===== src/sacfg_map.svh =====
/*
 Register numbers, field widths and timing counts for the stepper axis configuration block.
 Assumes inclusion by bare name; definitions only.
*/
`ifndef SACFG_MAP_SVH
`define SACFG_MAP_SVH
`define SACFG_SPEED_THR 8'h16
`define SACFG_DC_MIN 8'h17
`define SACFG_RLIM_INV 8'h18
`define SACFG_LLIM_INV 8'h19
`define SACFG_SOFT 8'h1A
`define SACFG_HS_CHOP 8'h1B
`define SACFG_HS_FULL 8'h1C
`define SACFG_MEAS 8'h1D
`define SACFG_TAPER 8'h1F
`define SACFG_DC_TIME 8'h20
`define SACFG_DC_STALL 8'h21
`define SACFG_REL_ORG 8'h7F
`define SACFG_USTEP 8'h8C
`define SACFG_INTERP 8'hA0
`define SACFG_DBL 8'hA1
`define SACFG_BLANK 8'hA2
`define SACFG_SCHEME 8'hA3
`define SACFG_DCMP_DIS 8'hA4
`define SACFG_HEND 8'hA5
`define SACFG_HSTRT 8'hA6
`define SACFG_OFF_TIME 8'hA7
`define SACFG_FLOOR 8'hA8
`define SACFG_DOWN 8'hA9
`define SACFG_SPEED_MAX 23'd7999774
`define SACFG_USTEP_MAX 4'h8
`define SACFG_HSTRT_MAX 4'h8
`define SACFG_USTEP_INTERP 4'h4
`define SACFG_OFF_BASE 10'd12
`define SACFG_OFF_MUL 10'd32
`define SACFG_OFF_MIN 10'd64
`define SACFG_TAPER_UNIT_NS 64'd163840000
`define SACFG_CLK_NS 64'd5
`endif


===== src/sacfg_pkg.sv =====
/*
 Types for the stepper axis configuration block.
 Assumes nothing beyond the compile order.
*/
package sacfg_pkg;
	typedef enum logic [1:0] {SACFG_IDLE, SACFG_TAPER, SACFG_DOWN} sacfg_pd_t;
endpackage


===== src/sacfg_axis.sv =====
/*
 Stepper axis configuration: parameter store, mode selection, limit handling,
 chopper off timer and current taper timer.
 Assumes a host presents numbered parameter writes and reads, synchronous to clk.
*/
// Summary of operation
// - Load-adaptive current off above speed threshold
// - Hold minimum speed for load commutation
// - Right limit inverted when bit set
// - Left limit inverted when bit set
// - Soft stop ramps down on limit
// - Alternate chopper above threshold when enabled
// - Fullstep above threshold when enabled
// - Read-only measured driver speed
// - Current taper in 0.16384 s steps
// - Ten-bit load commutation pulse width
// - Eight-bit stall sensitivity setting
// - Relative move origin: target or actual
// - Microstep code gives two-power resolution
// - Interpolate to 256 at 16 microsteps
// - Double stepping steps on both step edges
// - Select hysteresis or constant off-time chopper
// - Disable fast decay comparator option
// - Four-bit hysteresis end or decay time
// - Hysteresis start or sine offset, 0..8
// - Off period 12+32n, min 64, 0 freewheels
// - Adaptive floor one half or quarter
// - Readings per decrement 32, 8, 2, 1
`timescale 1ns/1ps
`include "sacfg_map.svh"
module sacfg_axis #(
	parameter int TAPER_UNIT_CYC = int'(`SACFG_TAPER_UNIT_NS / `SACFG_CLK_NS)
) (
	input wire logic clk,
	input wire logic rst,
	input wire logic ce,
	input wire logic wr_en,
	input wire logic rd_en,
	input wire logic [7:0] param_num,
	input wire logic [31:0] wr_data,
	output logic [31:0] rd_data,
	output logic rd_valid,
	output logic wr_reject,
	input wire logic [22:0] measured_speed,
	input wire logic right_limit_raw,
	input wire logic left_limit_raw,
	input wire logic motion_stopped,
	output logic right_limit_r,
	output logic left_limit_r,
	output logic limit_stop_soft,
	output logic limit_stop_hard,
	output logic adaptive_current_on,
	output logic load_commutation_on,
	output logic alt_chopper_on,
	output logic fullstep_on,
	output logic [8:0] substeps_per_full,
	output logic interp_active,
	output logic step_both_edges,
	output logic move_from_actual,
	output logic chop_phase_on,
	output logic drivers_off,
	output logic [4:0] hyst_total,
	output logic [3:0] decay_time,
	output logic [3:0] sine_offset,
	output logic decay_comp_used,
	output logic [1:0] blank_sel,
	output logic [9:0] dc_pulse_width,
	output logic [7:0] dc_stall_sense,
	output logic adaptive_floor_select,
	output logic [5:0] readings_per_decrement,
	output logic taper_active,
	output logic current_powered_down
);
	logic [22:0] speed_thr_r, dc_min_r, meas_r;
	logic rlim_inv_r, llim_inv_r, soft_r, hs_chop_r, hs_full_r, rel_org_r, interp_r, dbl_r;
	logic scheme_r, dcmp_dis_r, floor_r;
	logic [3:0] taper_r, ustep_r, hend_r, hstrt_r, off_time_setting_r;
	logic [9:0] dctime_r;
	logic [7:0] dcstall_r;
	logic [1:0] blank_r, down_r;
	logic range_ok;
	logic [31:0] rd_nxt;

	// Range check on write
	always_comb
	begin
		range_ok = 1'b1;
		unique case (param_num)
			`SACFG_SPEED_THR, `SACFG_DC_MIN: range_ok = wr_data <= 32'(`SACFG_SPEED_MAX);
			`SACFG_RLIM_INV, `SACFG_LLIM_INV, `SACFG_SOFT, `SACFG_HS_CHOP, `SACFG_HS_FULL, `SACFG_REL_ORG,
			`SACFG_INTERP, `SACFG_DBL, `SACFG_SCHEME, `SACFG_DCMP_DIS, `SACFG_FLOOR: range_ok = wr_data <= 32'h1;
			`SACFG_TAPER, `SACFG_HEND, `SACFG_OFF_TIME: range_ok = wr_data <= 32'hF;
			`SACFG_DC_TIME: range_ok = wr_data <= 32'h3FF;
			`SACFG_DC_STALL: range_ok = wr_data <= 32'hFF;
			`SACFG_USTEP: range_ok = wr_data <= 32'(`SACFG_USTEP_MAX);
			`SACFG_HSTRT: range_ok = wr_data <= 32'(`SACFG_HSTRT_MAX);
			`SACFG_BLANK, `SACFG_DOWN: range_ok = wr_data <= 32'h3;
			default:
			begin
				range_ok = 1'b0;
			end
		endcase
	end

	// Parameter store; reset values are a neutral choice
	always_ff @(posedge clk or posedge rst)
	begin
		if (rst)
		begin
			speed_thr_r <= '0; dc_min_r <= '0; rlim_inv_r <= 1'b0; llim_inv_r <= 1'b0;
			soft_r <= 1'b0; hs_chop_r <= 1'b0; hs_full_r <= 1'b0; taper_r <= '0;
			dctime_r <= '0; dcstall_r <= '0; rel_org_r <= 1'b0; ustep_r <= 4'h8;
			interp_r <= 1'b0; dbl_r <= 1'b0; blank_r <= 2'h2; scheme_r <= 1'b0;
			dcmp_dis_r <= 1'b0; hend_r <= '0; hstrt_r <= '0; off_time_setting_r <= 4'h3;
			floor_r <= 1'b0; down_r <= '0; wr_reject <= 1'b0;
		end
		else if (ce)
		begin
			wr_reject <= wr_en && !range_ok;
			if (wr_en && range_ok)
			begin
				unique case (param_num)
					`SACFG_SPEED_THR: speed_thr_r <= wr_data[22:0];
					`SACFG_DC_MIN: dc_min_r <= wr_data[22:0];
					`SACFG_RLIM_INV: rlim_inv_r <= wr_data[0];
					`SACFG_LLIM_INV: llim_inv_r <= wr_data[0];
					`SACFG_SOFT: soft_r <= wr_data[0];
					`SACFG_HS_CHOP: hs_chop_r <= wr_data[0];
					`SACFG_HS_FULL: hs_full_r <= wr_data[0];
					`SACFG_TAPER: taper_r <= wr_data[3:0];
					`SACFG_DC_TIME: dctime_r <= wr_data[9:0];
					`SACFG_DC_STALL: dcstall_r <= wr_data[7:0];
					`SACFG_REL_ORG: rel_org_r <= wr_data[0];
					`SACFG_USTEP: ustep_r <= wr_data[3:0];
					`SACFG_INTERP: interp_r <= wr_data[0];
					`SACFG_DBL: dbl_r <= wr_data[0];
					`SACFG_BLANK: blank_r <= wr_data[1:0];
					`SACFG_SCHEME: scheme_r <= wr_data[0];
					`SACFG_DCMP_DIS: dcmp_dis_r <= wr_data[0];
					`SACFG_HEND: hend_r <= wr_data[3:0];
					`SACFG_HSTRT: hstrt_r <= wr_data[3:0];
					`SACFG_OFF_TIME: off_time_setting_r <= wr_data[3:0];
					`SACFG_FLOOR: floor_r <= wr_data[0];
					`SACFG_DOWN: down_r <= wr_data[1:0];
					default: ;
				endcase
			end
		end
	end

	// Readback, one cycle after rd_en
	always_comb
	begin
		unique case (param_num)
			`SACFG_SPEED_THR: rd_nxt = {9'h0, speed_thr_r};
			`SACFG_DC_MIN: rd_nxt = {9'h0, dc_min_r};
			`SACFG_RLIM_INV: rd_nxt = {31'h0, rlim_inv_r};
			`SACFG_LLIM_INV: rd_nxt = {31'h0, llim_inv_r};
			`SACFG_SOFT: rd_nxt = {31'h0, soft_r};
			`SACFG_HS_CHOP: rd_nxt = {31'h0, hs_chop_r};
			`SACFG_HS_FULL: rd_nxt = {31'h0, hs_full_r};
			`SACFG_MEAS: rd_nxt = {9'h0, meas_r};
			`SACFG_TAPER: rd_nxt = {28'h0, taper_r};
			`SACFG_DC_TIME: rd_nxt = {22'h0, dctime_r};
			`SACFG_DC_STALL: rd_nxt = {24'h0, dcstall_r};
			`SACFG_REL_ORG: rd_nxt = {31'h0, rel_org_r};
			`SACFG_USTEP: rd_nxt = {28'h0, ustep_r};
			`SACFG_INTERP: rd_nxt = {31'h0, interp_r};
			`SACFG_DBL: rd_nxt = {31'h0, dbl_r};
			`SACFG_BLANK: rd_nxt = {30'h0, blank_r};
			`SACFG_SCHEME: rd_nxt = {31'h0, scheme_r};
			`SACFG_DCMP_DIS: rd_nxt = {31'h0, dcmp_dis_r};
			`SACFG_HEND: rd_nxt = {28'h0, hend_r};
			`SACFG_HSTRT: rd_nxt = {28'h0, hstrt_r};
			`SACFG_OFF_TIME: rd_nxt = {28'h0, off_time_setting_r};
			`SACFG_FLOOR: rd_nxt = {31'h0, floor_r};
			`SACFG_DOWN: rd_nxt = {30'h0, down_r};
			default: rd_nxt = 32'h0;
		endcase
	end

	always_ff @(posedge clk or posedge rst)
	begin
		if (rst)
		begin
			rd_data <= '0;
			rd_valid <= 1'b0;
		end
		else if (ce)
		begin
			rd_valid <= rd_en;
			if (rd_en)
				rd_data <= rd_nxt;
		end
	end

	// Speed-dependent modes; speed above max clamps, since the driver never reports more
	logic above_thr;
	assign above_thr = meas_r > speed_thr_r;
	always_ff @(posedge clk or posedge rst)
	begin
		if (rst)
		begin
			meas_r <= '0; adaptive_current_on <= 1'b0; load_commutation_on <= 1'b0;
			alt_chopper_on <= 1'b0; fullstep_on <= 1'b0;
		end
		else if (ce)
		begin
			meas_r <= (measured_speed > `SACFG_SPEED_MAX) ? `SACFG_SPEED_MAX : measured_speed;
			adaptive_current_on <= !above_thr;
			load_commutation_on <= meas_r >= dc_min_r;
			alt_chopper_on <= hs_chop_r && above_thr;
			fullstep_on <= hs_full_r && above_thr;
		end
	end

	// Limits and static decodes
	always_ff @(posedge clk or posedge rst)
	begin
		if (rst)
		begin
			right_limit_r <= 1'b0; left_limit_r <= 1'b0; limit_stop_soft <= 1'b0; limit_stop_hard <= 1'b0;
			substeps_per_full <= '0; interp_active <= 1'b0; step_both_edges <= 1'b0; move_from_actual <= 1'b0;
			hyst_total <= '0; decay_time <= '0; sine_offset <= '0; decay_comp_used <= 1'b0; blank_sel <= '0;
			dc_pulse_width <= '0; dc_stall_sense <= '0; adaptive_floor_select <= 1'b0; readings_per_decrement <= '0;
		end
		else if (ce)
		begin
			right_limit_r <= right_limit_raw ^ rlim_inv_r;
			left_limit_r <= left_limit_raw ^ llim_inv_r;
			limit_stop_soft <= (right_limit_r || left_limit_r) && soft_r;
			limit_stop_hard <= (right_limit_r || left_limit_r) && !soft_r;
			substeps_per_full <= 9'h1 << ustep_r;
			interp_active <= interp_r && (ustep_r == `SACFG_USTEP_INTERP);
			step_both_edges <= dbl_r;
			move_from_actual <= rel_org_r;
			hyst_total <= scheme_r ? 5'h0 : 5'(hend_r) + 5'(hstrt_r);
			decay_time <= scheme_r ? hend_r : 4'h0;
			sine_offset <= scheme_r ? hstrt_r : 4'h0;
			decay_comp_used <= !(scheme_r && dcmp_dis_r);
			blank_sel <= blank_r;
			dc_pulse_width <= dctime_r;
			dc_stall_sense <= dcstall_r;
			adaptive_floor_select <= floor_r;
			unique case (down_r)
				2'h0: readings_per_decrement <= 6'h20;
				2'h1: readings_per_decrement <= 6'h08;
				2'h2: readings_per_decrement <= 6'h02;
				2'h3: readings_per_decrement <= 6'h01;
			endcase
		end
	end

	// Chopper off-phase timer
	logic [9:0] off_len, off_cnt_r;
	always_comb
	begin
		off_len = `SACFG_OFF_BASE + `SACFG_OFF_MUL * 10'(off_time_setting_r);
		if (off_len < `SACFG_OFF_MIN)
			off_len = `SACFG_OFF_MIN;
	end
	always_ff @(posedge clk or posedge rst)
	begin
		if (rst)
		begin
			off_cnt_r <= '0; chop_phase_on <= 1'b0; drivers_off <= 1'b1;
		end
		else if (ce)
		begin
			drivers_off <= off_time_setting_r == 4'h0;
			if (off_time_setting_r == 4'h0)
			begin
				off_cnt_r <= '0;
				chop_phase_on <= 1'b0;
			end
			else if (off_cnt_r >= off_len - 10'd1)
			begin
				off_cnt_r <= '0;
				chop_phase_on <= !chop_phase_on;
			end
			else
				off_cnt_r <= off_cnt_r + 10'd1;
		end
	end

	// Power-down taper
	sacfg_pkg::sacfg_pd_t pd_r;
	logic [31:0] unit_cnt_r;
	logic [3:0] taper_left_r;
	always_ff @(posedge clk or posedge rst)
	begin
		if (rst)
		begin
			pd_r <= sacfg_pkg::SACFG_IDLE; unit_cnt_r <= '0; taper_left_r <= '0;
			taper_active <= 1'b0; current_powered_down <= 1'b0;
		end
		else if (ce)
		begin
			unique case (pd_r)
				sacfg_pkg::SACFG_IDLE:
					if (motion_stopped)
					begin
						unit_cnt_r <= '0;
						taper_left_r <= taper_r;
						pd_r <= (taper_r == 4'h0) ? sacfg_pkg::SACFG_DOWN : sacfg_pkg::SACFG_TAPER;
						taper_active <= taper_r != 4'h0;
						current_powered_down <= taper_r == 4'h0;
					end
				sacfg_pkg::SACFG_TAPER:
					if (!motion_stopped)
					begin
						pd_r <= sacfg_pkg::SACFG_IDLE;
						taper_active <= 1'b0;
					end
					else if (unit_cnt_r == 32'(TAPER_UNIT_CYC - 1))
					begin
						unit_cnt_r <= '0;
						taper_left_r <= taper_left_r - 4'h1;
						if (taper_left_r == 4'h1)
						begin
							pd_r <= sacfg_pkg::SACFG_DOWN;
							taper_active <= 1'b0;
							current_powered_down <= 1'b1;
						end
					end
					else
						unit_cnt_r <= unit_cnt_r + 32'h1;
				sacfg_pkg::SACFG_DOWN:
					if (!motion_stopped)
					begin
						pd_r <= sacfg_pkg::SACFG_IDLE;
						current_powered_down <= 1'b0;
					end
			endcase
		end
	end

	mode_above_a: assert property (@(posedge clk) disable iff (rst)
		ce && hs_full_r && $stable(hs_full_r) && (meas_r > speed_thr_r) && $stable(speed_thr_r) ##1 ce
		|-> fullstep_on) else $error("fullstep not engaged above threshold");
	chop_alt_a: assert property (@(posedge clk) disable iff (rst)
		ce && !hs_chop_r ##1 ce |-> !alt_chopper_on) else $error("alternate chopper without enable");
	adapt_off_a: assert property (@(posedge clk) disable iff (rst)
		ce && (meas_r > speed_thr_r) ##1 ce |-> !adaptive_current_on) else $error("adaptive current above threshold");
	limit_inv_a: assert property (@(posedge clk) disable iff (rst)
		ce |=> !ce || (right_limit_r == ($past(right_limit_raw) ^ $past(rlim_inv_r)))) else $error("right limit polarity");
	left_inv_a: assert property (@(posedge clk) disable iff (rst)
		ce |=> !ce || (left_limit_r == ($past(left_limit_raw) ^ $past(llim_inv_r)))) else $error("left limit polarity");
	reject_keep_a: assert property (@(posedge clk) disable iff (rst)
		ce && wr_en && param_num == `SACFG_OFF_TIME && wr_data > 32'hF |=> wr_reject && $stable(off_time_setting_r))
		else $error("out-of-range write stored");
	off_zero_a: assert property (@(posedge clk) disable iff (rst)
		ce && off_time_setting_r == 4'h0 ##1 ce |-> drivers_off ##1 !chop_phase_on)
		else $error("zero off time not freewheeling");
	// Compare against the code in force one edge earlier; a write may land in between
	ustep_dec_a: assert property (@(posedge clk) disable iff (rst)
		ce ##1 ce |-> substeps_per_full == (9'h1 << $past(ustep_r))) else $error("microstep decode");
	instant_pd_a: assert property (@(posedge clk) disable iff (rst)
		ce && pd_r == sacfg_pkg::SACFG_IDLE && motion_stopped && taper_r == 4'h0 |=> current_powered_down)
		else $error("instant power down missing");
	interp_only_a: assert property (@(posedge clk) disable iff (rst)
		ce && ustep_r != `SACFG_USTEP_INTERP && $stable(ustep_r) ##1 ce |-> !interp_active)
		else $error("interpolation outside 16 microsteps");
	soft_halt_a: assert property (@(posedge clk) disable iff (rst)
		ce ##1 ce |-> limit_stop_soft == (($past(right_limit_r) || $past(left_limit_r)) && $past(soft_r)))
		else $error("soft stop selection");
	meas_only_a: assert property (@(posedge clk) disable iff (rst)
		ce && wr_en && param_num == `SACFG_MEAS |=> wr_reject) else $error("write to measured speed accepted");
	edge_twice_a: assert property (@(posedge clk) disable iff (rst)
		ce ##1 ce |-> step_both_edges == $past(dbl_r)) else $error("double step select");
	floor_sel_a: assert property (@(posedge clk) disable iff (rst)
		ce ##1 ce |-> adaptive_floor_select == $past(floor_r)) else $error("adaptive floor select");
	origin_sel_a: assert property (@(posedge clk) disable iff (rst)
		ce ##1 ce |-> move_from_actual == $past(rel_org_r)) else $error("relative move origin");
endmodule // sacfg_axis


===== config.mk =====
export PLATFORM = sky130hd
export DESIGN_NAME = sacfg_axis
export DESIGN_NICKNAME = d
export VERILOG_FILES = /design/src/sacfg_pkg.sv /design/src/sacfg_axis.sv
export VERILOG_INCLUDE_DIRS = /design/src
export SDC_FILE = /design/constraint.sdc
export NUM_CORES = 1
export LEC_CHECK = 0
export BUFFER_PORTS_ARGS = -buffer_cell sky130_fd_sc_hd__buf_2
export CORE_MARGIN = 2
export CORE_UTILIZATION = 30
export CTS_CLUSTER_DIAMETER = 200
export CTS_CLUSTER_SIZE = 40
export DETAILED_ROUTE_END_ITERATION = 6
export PLACE_DENSITY = 0.49
export SETUP_SLACK_MARGIN = 0.2
export SYNTH_ARGS = -nofsm -noshare
export SYNTH_HDL_FRONTEND = slang
export SYNTH_SLANG_ARGS = --single-unit

===== constraint.sdc =====
create_clock -name clk -period 8 [get_ports clk]
set_input_delay 0.4 -clock clk [delete_from_list [all_inputs] [get_ports clk]]
set_output_delay 0.4 -clock clk [all_outputs]
set_load 0.02 [all_outputs]

---- Word-level counts from Yosys, hierarchy flattened ----
Cells that the tools add are included.
storage, ports and cells
  register bits after elaboration ......... 269
  latch bits .............................. 0
  RAM bits ................................ 0
  bits in read-only memories .............. 0
  input bits .............................. 71
  output and inout port bits .............. 99
  memories ................................ 0
operators by class
  add/subtract/negate cells ............... 6
  $mul .................................... 0
  divide/modulo/power cells ............... 0
  magnitude comparators ................... 12
  equality and inequality tests ........... 38
  shift operators ......................... 1
  multiplexer cells ....................... 38
  bitwise logic cells ..................... 2
  reductions and logical operators ........ 55
operators with widths
  kind                                                    number
  one-hot mux 23 bit (23 select lines)                    1
  2-to-1 mux 32 bit                                       3
  equality test 8 bit (second input constant)             11
  equality test 8 x 5 -> 1 bit (second input constant)    9
  AND reduction 3 bit                                     22
  <= comparator 32 x 4 -> 1 bit (second input constant)   2
  one-hot mux 32 bit (2 select lines)                     1
  adder 32 x 1 -> 32 bit (second input constant)          1
  equality test 32 x 25 -> 1 bit (second input constant)  1
  <= comparator 32 x 1 -> 1 bit (second input constant)   1
  <= comparator 32 x 10 -> 1 bit (second input constant)  1
  <= comparator 32 x 2 -> 1 bit (second input constant)   1
  <= comparator 32 x 23 -> 1 bit (second input constant)  1
  <= comparator 32 x 8 -> 1 bit (second input constant)   1
  2-to-1 mux 10 bit                                       3
  one-hot mux 6 bit (4 select lines)                      1
  greater-or-equal comparator 23 bit                      1
  greater-than comparator 23 bit                          1
  greater-than comparator 23 bit (second input constant)  1
  2-to-1 mux 23 bit                                       1
  2-to-1 mux 4 bit                                        5
  equality test 8 x 6 -> 1 bit (second input constant)    2
  AND reduction 5 bit                                     3
  2-to-1 mux 2 bit                                        6
  other kinds (36)                                        72

---- Depth between registers and ports, before layout ----
Gate-level depths: netlist (run 1).
  depth in word-level cells ............... 7
  depth in mapped cells ................... 11

---- Worst setup path after synthesis (run 1) ----
Ideal clock, no wire load.
  path type ............................... input -> register
  start ................................... in wr_data[7]
  end ..................................... reg ustep_r[0]
  arrival ................................. 2538 ps
  required time ........................... 7875 ps
  setup slack ............................. 5338 ps
  stages on the path ...................... 7
  buffers on the path ..................... 0
  path through ............................ or3_1 nor4_1 nand2_1 a2111oi_4 a21oi_2 a211oi_2 mux2_2
between the ends
  longest elaborated chain between the ends .. 4
ends and longest elaborated chain
  item                                                         line               source
  start: declaration                                           sacfg_axis.sv:40   input wire logic [31:0] wr_data,
  <= comparator 32 x 2 -> 1 bit, or another cell as far along  sacfg_axis.sv:97   `SACFG_BLANK, `SACFG_DOWN: range_ok = wr_data <= 32'h3;
  one-hot mux 1 bit (7 select lines) *                         sacfg_axis.sv:88   unique case (param_num)
  logical AND 1 bit *                                          sacfg_axis.sv:120  if (wr_en && range_ok)
  AND reduction 3 bit (no line) *                              -
  end signal: assignment                                       sacfg_axis.sv:134  `SACFG_USTEP: ustep_r <= wr_data[3:0];
  end: declaration                                             sacfg_axis.sv:77   logic [3:0] taper_r, ustep_r, hend_r, hstrt_r, off_time_setting_r;
Mark *: on every way between the ends. The rest lies on a longest branch, timed or not.
A chain may end at the register's enable or synchronous reset.

---- Final worst setup path (run 1) ----
  start ................................... in ce
  end ..................................... reg dc_min_r[13]
between the ends
  longest elaborated chain between the ends .. 1
ends and longest elaborated chain
  item                           line               source
  start: declaration             sacfg_axis.sv:36   input wire logic ce,
  AND reduction 3 bit (no line)  -
  end signal: assignment         sacfg_axis.sv:124  `SACFG_DC_MIN: dc_min_r <= wr_data[22:0];
  end: declaration               sacfg_axis.sv:74   logic [22:0] speed_thr_r, dc_min_r, meas_r;
Every way passes these cells.

==> results of run 1 <==
## metrics by stage
stage	cell area, sq um	power, mW
4_1_cts	15100	2.46
3_3_place_gp	14800	1.74
2_1_floorplan	13600	1.62
5_1_grt	15200	2.53
6_report	15200	2.42
3_5_place_dp	14800	1.74
## routing by layer
metal | vias to the layer above | part of all wire | track usage
met1 | 5371 | 0.47 | 0.241
met4 | 2 | 0.016 | 0.0322
met5 | - | 0.00027 | 0
li1 | 4946 | - | -
met3 | 41 | 0.040 | 0.0248
met2 | 188 | 0.47 | 0.287
## state kept, by name, summed over array words and instances, names as in the netlist, 5 cells and up
signal             cells
unit_cnt_r            32
meas_r                23
substeps_per_full      9
dctime_r              10
speed_thr_r           23
hyst_total             5
dc_min_r              23
off_cnt_r             10
dcstall_r              8
rd_data               23
dc_stall_sense         8
dc_pulse_width        10
## area by class of cell
cell class              count  area, sq um  area share
repair buffers            168          881      0.0581
clock inverters             1         30.0     0.00198
multi-input cells         885         6460       0.426
diodes                      1         2.50    0.000165
flip-flops and latches    258         6460       0.427
clock buffers              14          287      0.0189
inverters                  76          293      0.0193
well taps                 592          741      0.0489
## where the power goes
part	internal (mW)	switching, mW	total [mW]
Combinational	0.116	0.211	0.327
Sequential	1.35	0.0395	1.39
Clock	0.263	0.442	0.705
## cell families after synthesis
kind of cell	share of synthesized area
and+or+nand+nor	0.130
AOI/OAI and AO/OA	0.186
DFF	0.478
buffers and inverters	0.0488
muxes	0.0757
adders and majority gates	0.0607
xor gates and xnor gates	0.0207
other	0.000555
## final timing paths
check,endpoint
setup / recovery,dc_min_r[13]$_DFFE_PP0P_
hold / removal,dc_pulse_width[4]$_DFFE_PP0P_
setup reg to reg,unit_cnt_r[27]$_DFFE_PP0P_
hold reg to reg,rd_valid$_DFFE_PP0P_
max in group asynchronous,interp_r$_DFFE_PP0P_
min in group clk,meas_r[15]$_DFFE_PP0P_
## layout by cell type, fill, tap and decap left out, types with 18 or more instances in the layout
master     count
a22oi_1       29
inv_1         74
mux2_4        18
nand3_1       45
xor2_1        22
mux2_2        64
nand2_1       58
nand4_1       31
a21oi_1       25
dfrtp_1      253
ha_1          64
a21o_1        23
a22o_1        30
nor2_1       108
o21ai_0       71
o2bb2ai_1     47
buf_2        157
a31oi_1       27
==> reports/metrics.csv, run 1 <==
metric,value,unit
critPathArrivalTime,3770,ps
synth_area_per_cell,10.5,sq um
synth.largest_area_cell,dfrtp_1,
clock_skew,32.5,ps
r2r_cells,10,
hold_viol,11,
root_buffer,clkbuf_16,
viasPerCell,5.29,
cts.sinks,258,
status,finished with violations,
io_pins,170,
cts_tree,done,
yosys_warnings,0,
dieHeight,216,um
worst_slew_pin_slew,1030,ps
antenna_left,0,
r2r_slack,4950,ps
timing.hold.ws,-26.4,ps
ys_seq_elements,258,
grt_max_degree,152,
final_max_slew_viol_count,0,
drc,0,
path_buf_inv,2,
io_buffer_count,158,
slew_headroom,0.310,
n_fill_cell,4592,
clk_latency,520,ps
synthTopCellsByCount,"253 x dfrtp_1, 108 x nor2_1, 75 x inv_1, 71 x o21ai_0",
cp_slowest_cell,and2_1,
cp.depth,6,
synthesis.area,13500,sq um
detail_route.wirelength,40800,um
async_reset_ff_frac,1.00,
hp-class,input port to asynchronous set/reset pin,
timing.fmax,298,MHz
hpwl,29200,um
cts.path.max_buffers,3,
core_area,44300,sq um
cts.repair.resized,0,
drive_gt1_frac,0.208,
final_cells,1995,
crit_chain,buf_4 -> buf_4 -> and2_1 -> nand2_1 -> a21o_4 -> mux2_4,
finalSetupViolations,0,
synth_cell_types,78,
track_usage,0.173,
clk_pin_slew_worst_paths,150,ps
die-area,46800,sq um
cp.required,8420,ps
fin_setup_tns,0,ps
antenna_found_initial,3,
final_util,0.342,
grt_pass1_vias,10634,
p_leak,6.73,nW
endpoint_kind,flip-flop,
drt-initial-drc-count,651,
avgRoutedWirePerCell,20.4,um
synth_top_area_frac,0.468,
rows,77,
synth_edf_count,0,
grt_pass1_wl,63600,um
syn2layout_area_growth,12.0,%
violations,hold timing,
crit_family,simple AND/OR/NAND/NOR gates,
yosysMostFrequentCell,dfrtp_1,
cap_viol_max_count,0,
ys_seq_area_frac,0.478,
vias,10548,
cp-startpoint,ce,
cts_buffers,10,
reg2reg_from,pd_r[1]$_DFFE_PP0P_,
grt-ovfl-total,0,
syn-instance-count,1287,
max_stage_delay,910,ps
final_nets,1535,
layout_setup_ws,4640,ps
worstSetupPathType,input port to flip-flop,
synth_area_leaders,"dfrtp_1 47%, ha_1 5.9%, mux2_2 5.3%",
initial_core_util,0.305,
crit_top_cell,buf_4,
post_cts_buffers,0,
critical_path.startpoint_type,input port,
power.density,160,nW/um^2
dr.pass1.iters,5,
pre_cts_ws,4100,ps
period_needed,3360,ps
post-route-period-util,0.420,
dp.cells,1979,
ys.flop_type,dfrtp_1,
grt_setup_unrepaired,no,
cts_hold_buf,0,
ir_drop,0.117,mV
gp_congestion,0.823,
crit_fanout,48,
cts_max_level,1,
die_w,216,um
(Power assumes the default switching activity.)
==> run 2: changes to the inputs <==
--- a/config.mk
+++ b/config.mk
@@ -6,13 +6,14 @@
 export SDC_FILE = /design/constraint.sdc
 export NUM_CORES = 1
 export LEC_CHECK = 0
+export ABC_AREA = 1
 export BUFFER_PORTS_ARGS = -buffer_cell sky130_fd_sc_hd__buf_2
 export CORE_MARGIN = 2
 export CORE_UTILIZATION = 30
 export CTS_CLUSTER_DIAMETER = 200
 export CTS_CLUSTER_SIZE = 40
 export DETAILED_ROUTE_END_ITERATION = 6
-export PLACE_DENSITY = 0.49
+export PLACE_DENSITY = 0.48
 export SETUP_SLACK_MARGIN = 0.2
 export SYNTH_ARGS = -nofsm -noshare
 export SYNTH_HDL_FRONTEND = slang
==> constraint.sdc (replaced) <==
create_clock -name clk -period 3.4 [get_ports clk]
set_input_delay 0.17 -clock clk [delete_from_list [all_inputs] [get_ports clk]]
set_output_delay 0.17 -clock clk [all_outputs]
set_load 0.02 [all_outputs]
==> reports/metrics.csv, run 2 <==
metric,value,unit,change
status,"complete, no violations",,was finished with violations
worstSetupPathType,input port to flip-flop,,unchanged
synthTopCellsByCount,"576 x nand2_1, 253 x dfrtp_1, 219 x inv_1, 149 x nor2_1, 132 x nand4_1",,"was 253 x dfrtp_1, 108 x nor2_1, 75 x inv_1, 71 x o21ai_0"
power.switching,1.59,mW,was 0.693 mW
intPower,3.99,mW,was 1.72 mW
final_nets,2208,,was 1535
synth_top_area_frac,0.439,,was 0.468
fin_total_pwr,5.59,mW,was 2.42 mW
dieHeight,223,um,was 216 um
final_max_slew_viol_count,0,,unchanged
cts_buffers,10,,unchanged
ys_seq_area_frac,0.448,,was 0.478
die_w,223,um,was 216 um
power.density,335,nW/um^2,was 160 nW/um^2
clk_latency,520,ps,about the same
hold_viol,0,,was 11
syn-instance-count,1899,,was 1287
p_seq_frac,0.573,,about the same
ys.flop_type,dfrtp_1,,unchanged
detail_route.wirelength,46300,um,was 40800 um
max_stage_delay,570,ps,was 910 ps
synth_cell_types,51,,was 78
final_cells,2690,,was 1995
swShare,0.285,,was 0.287
root_buffer,clkbuf_16,,unchanged
largest_reg_flops,32,,unchanged
post_cts_buffers,0,,unchanged
critPathArrivalTime,3130,ps,was 3770 ps
cts.sinks,258,,unchanged
finalSetupViolations,0,,unchanged
crit_chain,dlygate4sd3_1 -> buf_2 -> nor2_1 -> nand2_1 -> nor2_1 -> inv_1 -> nand2_1 -> nand2_1 -> nand2_1 -> nand2_1 -> nand2_1 -> nand2_1 -> nand3_4 -> nand3_2 -> nand2_1 -> nand2_1,,was buf_4 -> buf_4 -> and2_1 -> nand2_1 -> a21o_4 -> mux2_4
p_leak,8.36,nW,was 6.73 nW
worst_slew_pin_slew,818,ps,was 1030 ps
syn2layout_area_growth,15.7,%,was 12.0%
async_reset_ff_frac,1.00,,unchanged
endpoint_kind,flip-flop,,unchanged
drive_gt1_frac,0.112,,was 0.208
rows,80,,was 77
cts_tree,done,,unchanged
combPwrFrac,0.134,,was 0.135
slew_headroom,0.453,,was 0.310
hp-class,input port to flip-flop,,was input port to asynchronous set/reset pin
ir_drop,0.275,mV,was 0.117 mV
final_util,0.351,,was 0.342
yosys_warnings,0,,unchanged
drc,0,,unchanged
clk_pin_slew_worst_paths,150,ps,about the same
grt_max_degree,83,,was 152
die-area,49800,sq um,was 46800 sq um
largest_register,unit_cnt_r,,unchanged
timing.fmax,368,MHz,
dp.cells,2627,,was 1979
synth.largest_area_cell,dfrtp_1,,unchanged
yosysMostFrequentCell,nand2_1,,was dfrtp_1
clock_power_share,0.294,,was 0.292
io_pins,170,,unchanged
final_cell_mix,"576 x nand2_1, 253 x dfrtp_1, 217 x inv_1",,"was 253 x dfrtp_1, 157 x buf_2, 108 x nor2_1"
cp.required,3820,ps,was 8420 ps
dr.pass1.iters,6,,was 5
grt_pass1_vias,12933,,was 10634
cp_slowest_cell,dlygate4sd3_1,,was and2_1
diodes,0,,was 1
cap_viol_max_count,0,,unchanged
track_usage,0.187,,was 0.173
synth_area_leaders,"dfrtp_1 44%, nand2_1 15%, nand4_1 5.7%",,"was dfrtp_1 47%, ha_1 5.9%, mux2_2 5.3%"
antenna_found_initial,0,,was 3
layout_commonest_cell,nand2_1,,was dfrtp_1
io_buffer_count,158,,unchanged
grt_pass1_wl,74100,um,was 63600 um
period_needed,2720,ps,
viasPerCell,4.88,,was 5.29
avgRoutedWirePerCell,17.2,um,was 20.4 um
core_area,47500,sq um,was 44300 sq um
post-route-period-util,0.799,,
initial_core_util,0.303,,was 0.305
synth_area_per_cell,7.59,sq um,was 10.5 sq um
gp_congestion,0.875,,was 0.823
synthesis.area,14400,sq um,was 13500 sq um
hpwl,35000,um,was 29200 um
synth_edf_count,0,,unchanged
critical_path.startpoint_type,input port,,unchanged
grt_setup_unrepaired,no,,unchanged
antenna_left,0,,unchanged
grt-ovfl-total,0,,unchanged
crit_fanout,33,,was 48
cts.path.max_buffers,3,,unchanged
crit_top_cell,nand2_1,,was buf_4
cts_max_level,1,,unchanged
vias,13125,,was 10548
drt-initial-drc-count,1062,,was 651
ys_seq_elements,258,,unchanged
clock_skew,25.0,ps,was 32.5 ps
## run 2: per-stage QoR
step	setup WS, ps	TNS [ps]	instance area [sq um]	hold slack, ps
after CTS	717	0	16700	37.0
after detailed placement	365	0	15900	304
final	683	0	16700	54.0
after global placement	419	0	15900	300
after floorplan	-166	-41880	14500	287
after global routing	350	0	16700	68.1
## run 2: kinds of logic (layout without fill, tap and decap cells)
logic type                 Yosys count  count (layout)  synth area share
DFF                                258             258             0.448
xor gates and xnor gates            13              13           0.00790
and+or+nand+nor                    988             988             0.298
other                                2              12          0.000521
buffers and inverters              313             479            0.0882
AOI/OAI and AO/OA                  260             260             0.100
adders and majority gates           65              65            0.0569
## run 2: layout make-up
type	instances	area, sq um
clock buffers	13	283
clock inverters	2	27.5
fillers	5073	30900
inverters	228	862
multi-input cells	1338	6730
flip-flops and latches	258	6460
well taps	615	769
repair buffers	236	1550
## run 2: timing repair
item	CTS	global route
hold endpoints to repair	97	0
endpoints found under the setup margin	0	0
hold buffers	48	0
resized for setup	0	0
## run 2: worst paths after layout
kind | startpoint | end | slack [ps] | cells past startpoint
hold reg to reg | off_time_setting_r[1]$_DFFE_PP1P_ | off_time_setting_r[1]$_DFFE_PP1P_ | 480 | 2
setup reg to reg | pd_r[1]$_DFFE_PP0P_ | unit_cnt_r[29]$_DFFE_PP0P_ | 790 | 14
max in group asynchronous | rst | rd_data[14]$_DFFE_PP0P_ | 2130 | 5
setup / recovery | wr_data[15] | speed_thr_r[21]$_DFFE_PP0P_ | 680 | 16
min in group asynchronous | rst | unit_cnt_r[21]$_DFFE_PP0P_ | 280 | 3
hold / removal | ce | drivers_off$_DFFE_PP1P_ | 50 | 3
## run 2: metal layers
metal / up-vias / track usage / wire [um]
li1: 6560 / - / -
met1: 6262 / 0.278 / 23000
met2: 266 / 0.299 / 20700
met3: 37 / 0.0163 / 1910
met4: 0 / 0.0318 / 641
met5: - / 0 / 0
## run 2: critical path: cells and delay by family
kind,cells,cell delay [ps]
AND/OR/NAND/NOR,13,2150
buffers and inverters,3,810
## run 2: power by group through the flow
stage / sequential (mW) / clock, mW / combinational [mW]
floorplan: 3.26 / 0 / 0.423
global placement: 3.25 / 0 / 0.697
detailed placement: 3.25 / 0 / 0.707
CTS: 3.20 / 1.73 / 0.755
global route: 3.21 / 1.81 / 0.849
finish: 3.20 / 1.64 / 0.746
==> run 3: changes to the inputs <==
--- a/config.mk
+++ b/config.mk
@@ -6,7 +6,7 @@
 export SDC_FILE = /design/constraint.sdc
 export NUM_CORES = 1
 export LEC_CHECK = 0
-export ABC_AREA = 1
+export ABC_AREA = 0
 export BUFFER_PORTS_ARGS = -buffer_cell sky130_fd_sc_hd__buf_2
 export CORE_MARGIN = 2
 export CORE_UTILIZATION = 30
==> constraint.sdc (replaced) <==
create_clock -name clk -period 2.5 [get_ports clk]
set_input_delay 0.125 -clock clk [delete_from_list [all_inputs] [get_ports clk]]
set_output_delay 0.125 -clock clk [all_outputs]
set_load 0.02 [all_outputs]
==> reports/metrics.csv, run 3 (same netlist as run 1, synthesis figures left out) <==
metric,value,unit,change
drt-initial-drc-count,934,,was 1062
worst_slew_pin_slew,677,ps,was 818 ps
power.density,467,nW/um^2,was 335 nW/um^2
holdPathStages,3,,unchanged
detail_route.wirelength,42800,um,was 46300 um
grt_pass1_vias,11303,,was 12933
post-route-period-util,0.926,,
dr.pass1.iters,6,,unchanged
r2r_cells,7,,was 14
die_w,216,um,was 223 um
endpoint_kind,flip-flop,,unchanged
status,"complete, no violations",,unchanged
core_area,44300,sq um,was 47500 sq um
final_max_slew_viol_count,0,,unchanged
grt-ovfl-total,0,,unchanged
critPathArrivalTime,2770,ps,was 3130 ps
max_stage_delay,430,ps,was 570 ps
grt_max_degree,75,,was 83
critical_path.startpoint_type,flip-flop,,was input port
clock_skew,32.6,ps,was 25.0 ps
cp.required,2950,ps,was 3820 ps
ir_drop,0.391,mV,was 0.275 mV
crit_fanout,8,,was 33
worstSetupPathType,flip-flop to flip-flop,,was input port to flip-flop
cap_viol_max_count,0,,unchanged
final_area,17000,sq um,was 16700 sq um
crit_chain,ha_4 -> and2_4 -> nand4_1 -> or3_4 -> or3_4 -> or3_1 -> a21oi_1,,was dlygate4sd3_1 -> buf_2 -> nor2_1 -> nand2_1 -> nor2_1 -> inv_1 -> nand2_1 -> nand2_1 -> nand2_1 -> nand2_1 -> nand2_1 -> nand2_1 -> nand3_4 -> nand3_2 -> nand2_1 -> nand2_1
p_leak,7.63,nW,was 8.36 nW
grt_setup_unrepaired,yes,,was no
clk_pin_slew_worst_paths,150,ps,about the same
drive_gt1_frac,0.301,,was 0.112
track_usage,0.180,,was 0.187
path_buf_inv,0,,was 3
cp_slowest_cell,dfrtp_1,,was dlygate4sd3_1
die-area,46800,sq um,was 49800 sq um
io_buffer_count,158,,unchanged
placed_area,15800,sq um,was 15900 sq um
io_pins,170,,unchanged
grt_pass1_wl,66600,um,was 74100 um
diodes,0,,unchanged
cts.sinks,258,,unchanged
crit_top_cell,or3_4,,was nand2_1
antenna_found_initial,0,,unchanged
drc,0,,unchanged
vias,11193,,was 13125
fin_total_pwr,7.93,mW,was 5.59 mW
rows,77,,was 80
final_nets,1709,,was 2208
r2r_slack,180,ps,was 790 ps
cp.depth,7,,was 16
hold_viol,0,,unchanged
final_cell_mix,"252 x dfrtp_1, 156 x buf_2, 135 x buf_4",,"was 576 x nand2_1, 253 x dfrtp_1, 217 x inv_1"
cts_buffers,10,,unchanged
cts_tree,done,,unchanged
hpwl,31800,um,was 35000 um
dieHeight,216,um,was 223 um
avgRoutedWirePerCell,19.8,um,was 17.2 um
timing.hold.ws,41.0,ps,was 54.0 ps
cts.path.max_buffers,3,,unchanged
finalSetupViolations,0,,unchanged
cts_max_level,1,,unchanged
largest_reg_flops,32,,unchanged
layout_commonest_cell,dfrtp_1,,was nand2_1
antenna_left,0,,unchanged
clk_latency,530,ps,was 520 ps
gp_congestion,0.871,,was 0.875
slew_headroom,0.544,,was 0.453
viasPerCell,5.16,,was 4.88
timing.fmax,432,MHz,
root_buffer,clkbuf_16,,unchanged
period_needed,2320,ps,
crit_family,simple AND/OR/NAND/NOR gates,,unchanged
syn2layout_area_growth,25.5,%,was 15.7%
hp-class,input port to flip-flop,,unchanged
initial_core_util,0.305,,was 0.303
largest_register,unit_cnt_r,,unchanged
## run 3: cell types whose count changed in the layout (fill, tap and decap cells not counted), sizes merged, moves of 26 or more
cell     previous run  this run
nand3              71        45
o2bb2ai             1        47
a22o                1        30
nand2             578        58
inv               225        74
nand4             132        31
nor2              156       108
buf               188       301
a22oi               0        29
mux2                0        82
o22ai              33         5
a21oi              79        26
a21o                1        27
o21ai             110        74
## run 3: layout make-up
cell class | instances | area [sq um]
Inverter | 76 | 289
Tap cell | 592 | 741
Sequential cell | 258 | 6460
Multi-Input combinational cell | 887 | 6820
Fill cell | 4450 | 27300
Clock inverter | 1 | 30.0
Timing Repair Buffer | 340 | 2350
Clock buffer | 14 | 287
## run 3: where the power goes
group	total [mW]	internal, mW	switching, mW
clock	2.25	0.842	1.41
combinational	1.24	0.515	0.727
sequential	4.44	4.31	0.129
total	7.93	5.66	2.26
## run 3: stage by stage
stage / cells / TNS, ps / worst slack, ps / utilization
final: 2168 / 0 / 184 / 0.383
after global routing: 2168 / 0 / 52.0 / 0.383
after CTS: 2151 / 0 / 186 / 0.374
after global placement: 2092 / -8540 / -132 / 0.356
after detailed placement: 2092 / -9020 / -152 / 0.356
after floorplan: 1297 / -258810 / -1020 / -
## run 3: worst register-to-register path: stages (launching register included)
cell and delay [ps]:
dfrtp_1 430, ha_4 160, and2_4 150, nand4_1 240, or3_4 410, or3_4 400, or3_1 320, a21oi_1 140
## run 3: final timing paths
| kind | from | end |
|---|---|---|
| worst max-delay path | unit_cnt_r[0]$_DFFE_PP0P_ | unit_cnt_r[24]$_DFFE_PP0P_ |
| worst min-delay path | motion_stopped | pd_r[1]$_DFFE_PP0P_ |
| worst max register to register | unit_cnt_r[0]$_DFFE_PP0P_ | unit_cnt_r[24]$_DFFE_PP0P_ |
| worst min register to register | substeps_per_full[8]$_DFFE_PP0P_ | substeps_per_full[8]$_DFFE_PP0P_ |
| max in group asynchronous | rst | left_limit_r$_DFFE_PP0P_ |
| min in group asynchronous | rst | dc_pulse_width[3]$_DFFE_PP0P_ |
## run 3: repair_timing
| item | in CTS | in global routing |
|---|---|---|
| gates cloned | 0 | 2 |
| hold endpoints to repair | 131 | 0 |
| setup endpoints to repair | 27 | 122 |
| setup buffers | 5 | 15 |
| pin swaps | 9 | 26 |
| gates resized for setup | 17 | 54 |
| hold buffers | 39 | 0 |
## run 3: routing by layer
layer | vias up | share of wire | global-route usage
li1 | 5301 | - | -
met4 | 0 | 0.018 | 0.0356
met2 | 260 | 0.48 | 0.298
met5 | - | 0 | 0
met3 | 31 | 0.045 | 0.0236
met1 | 5601 | 0.46 | 0.251
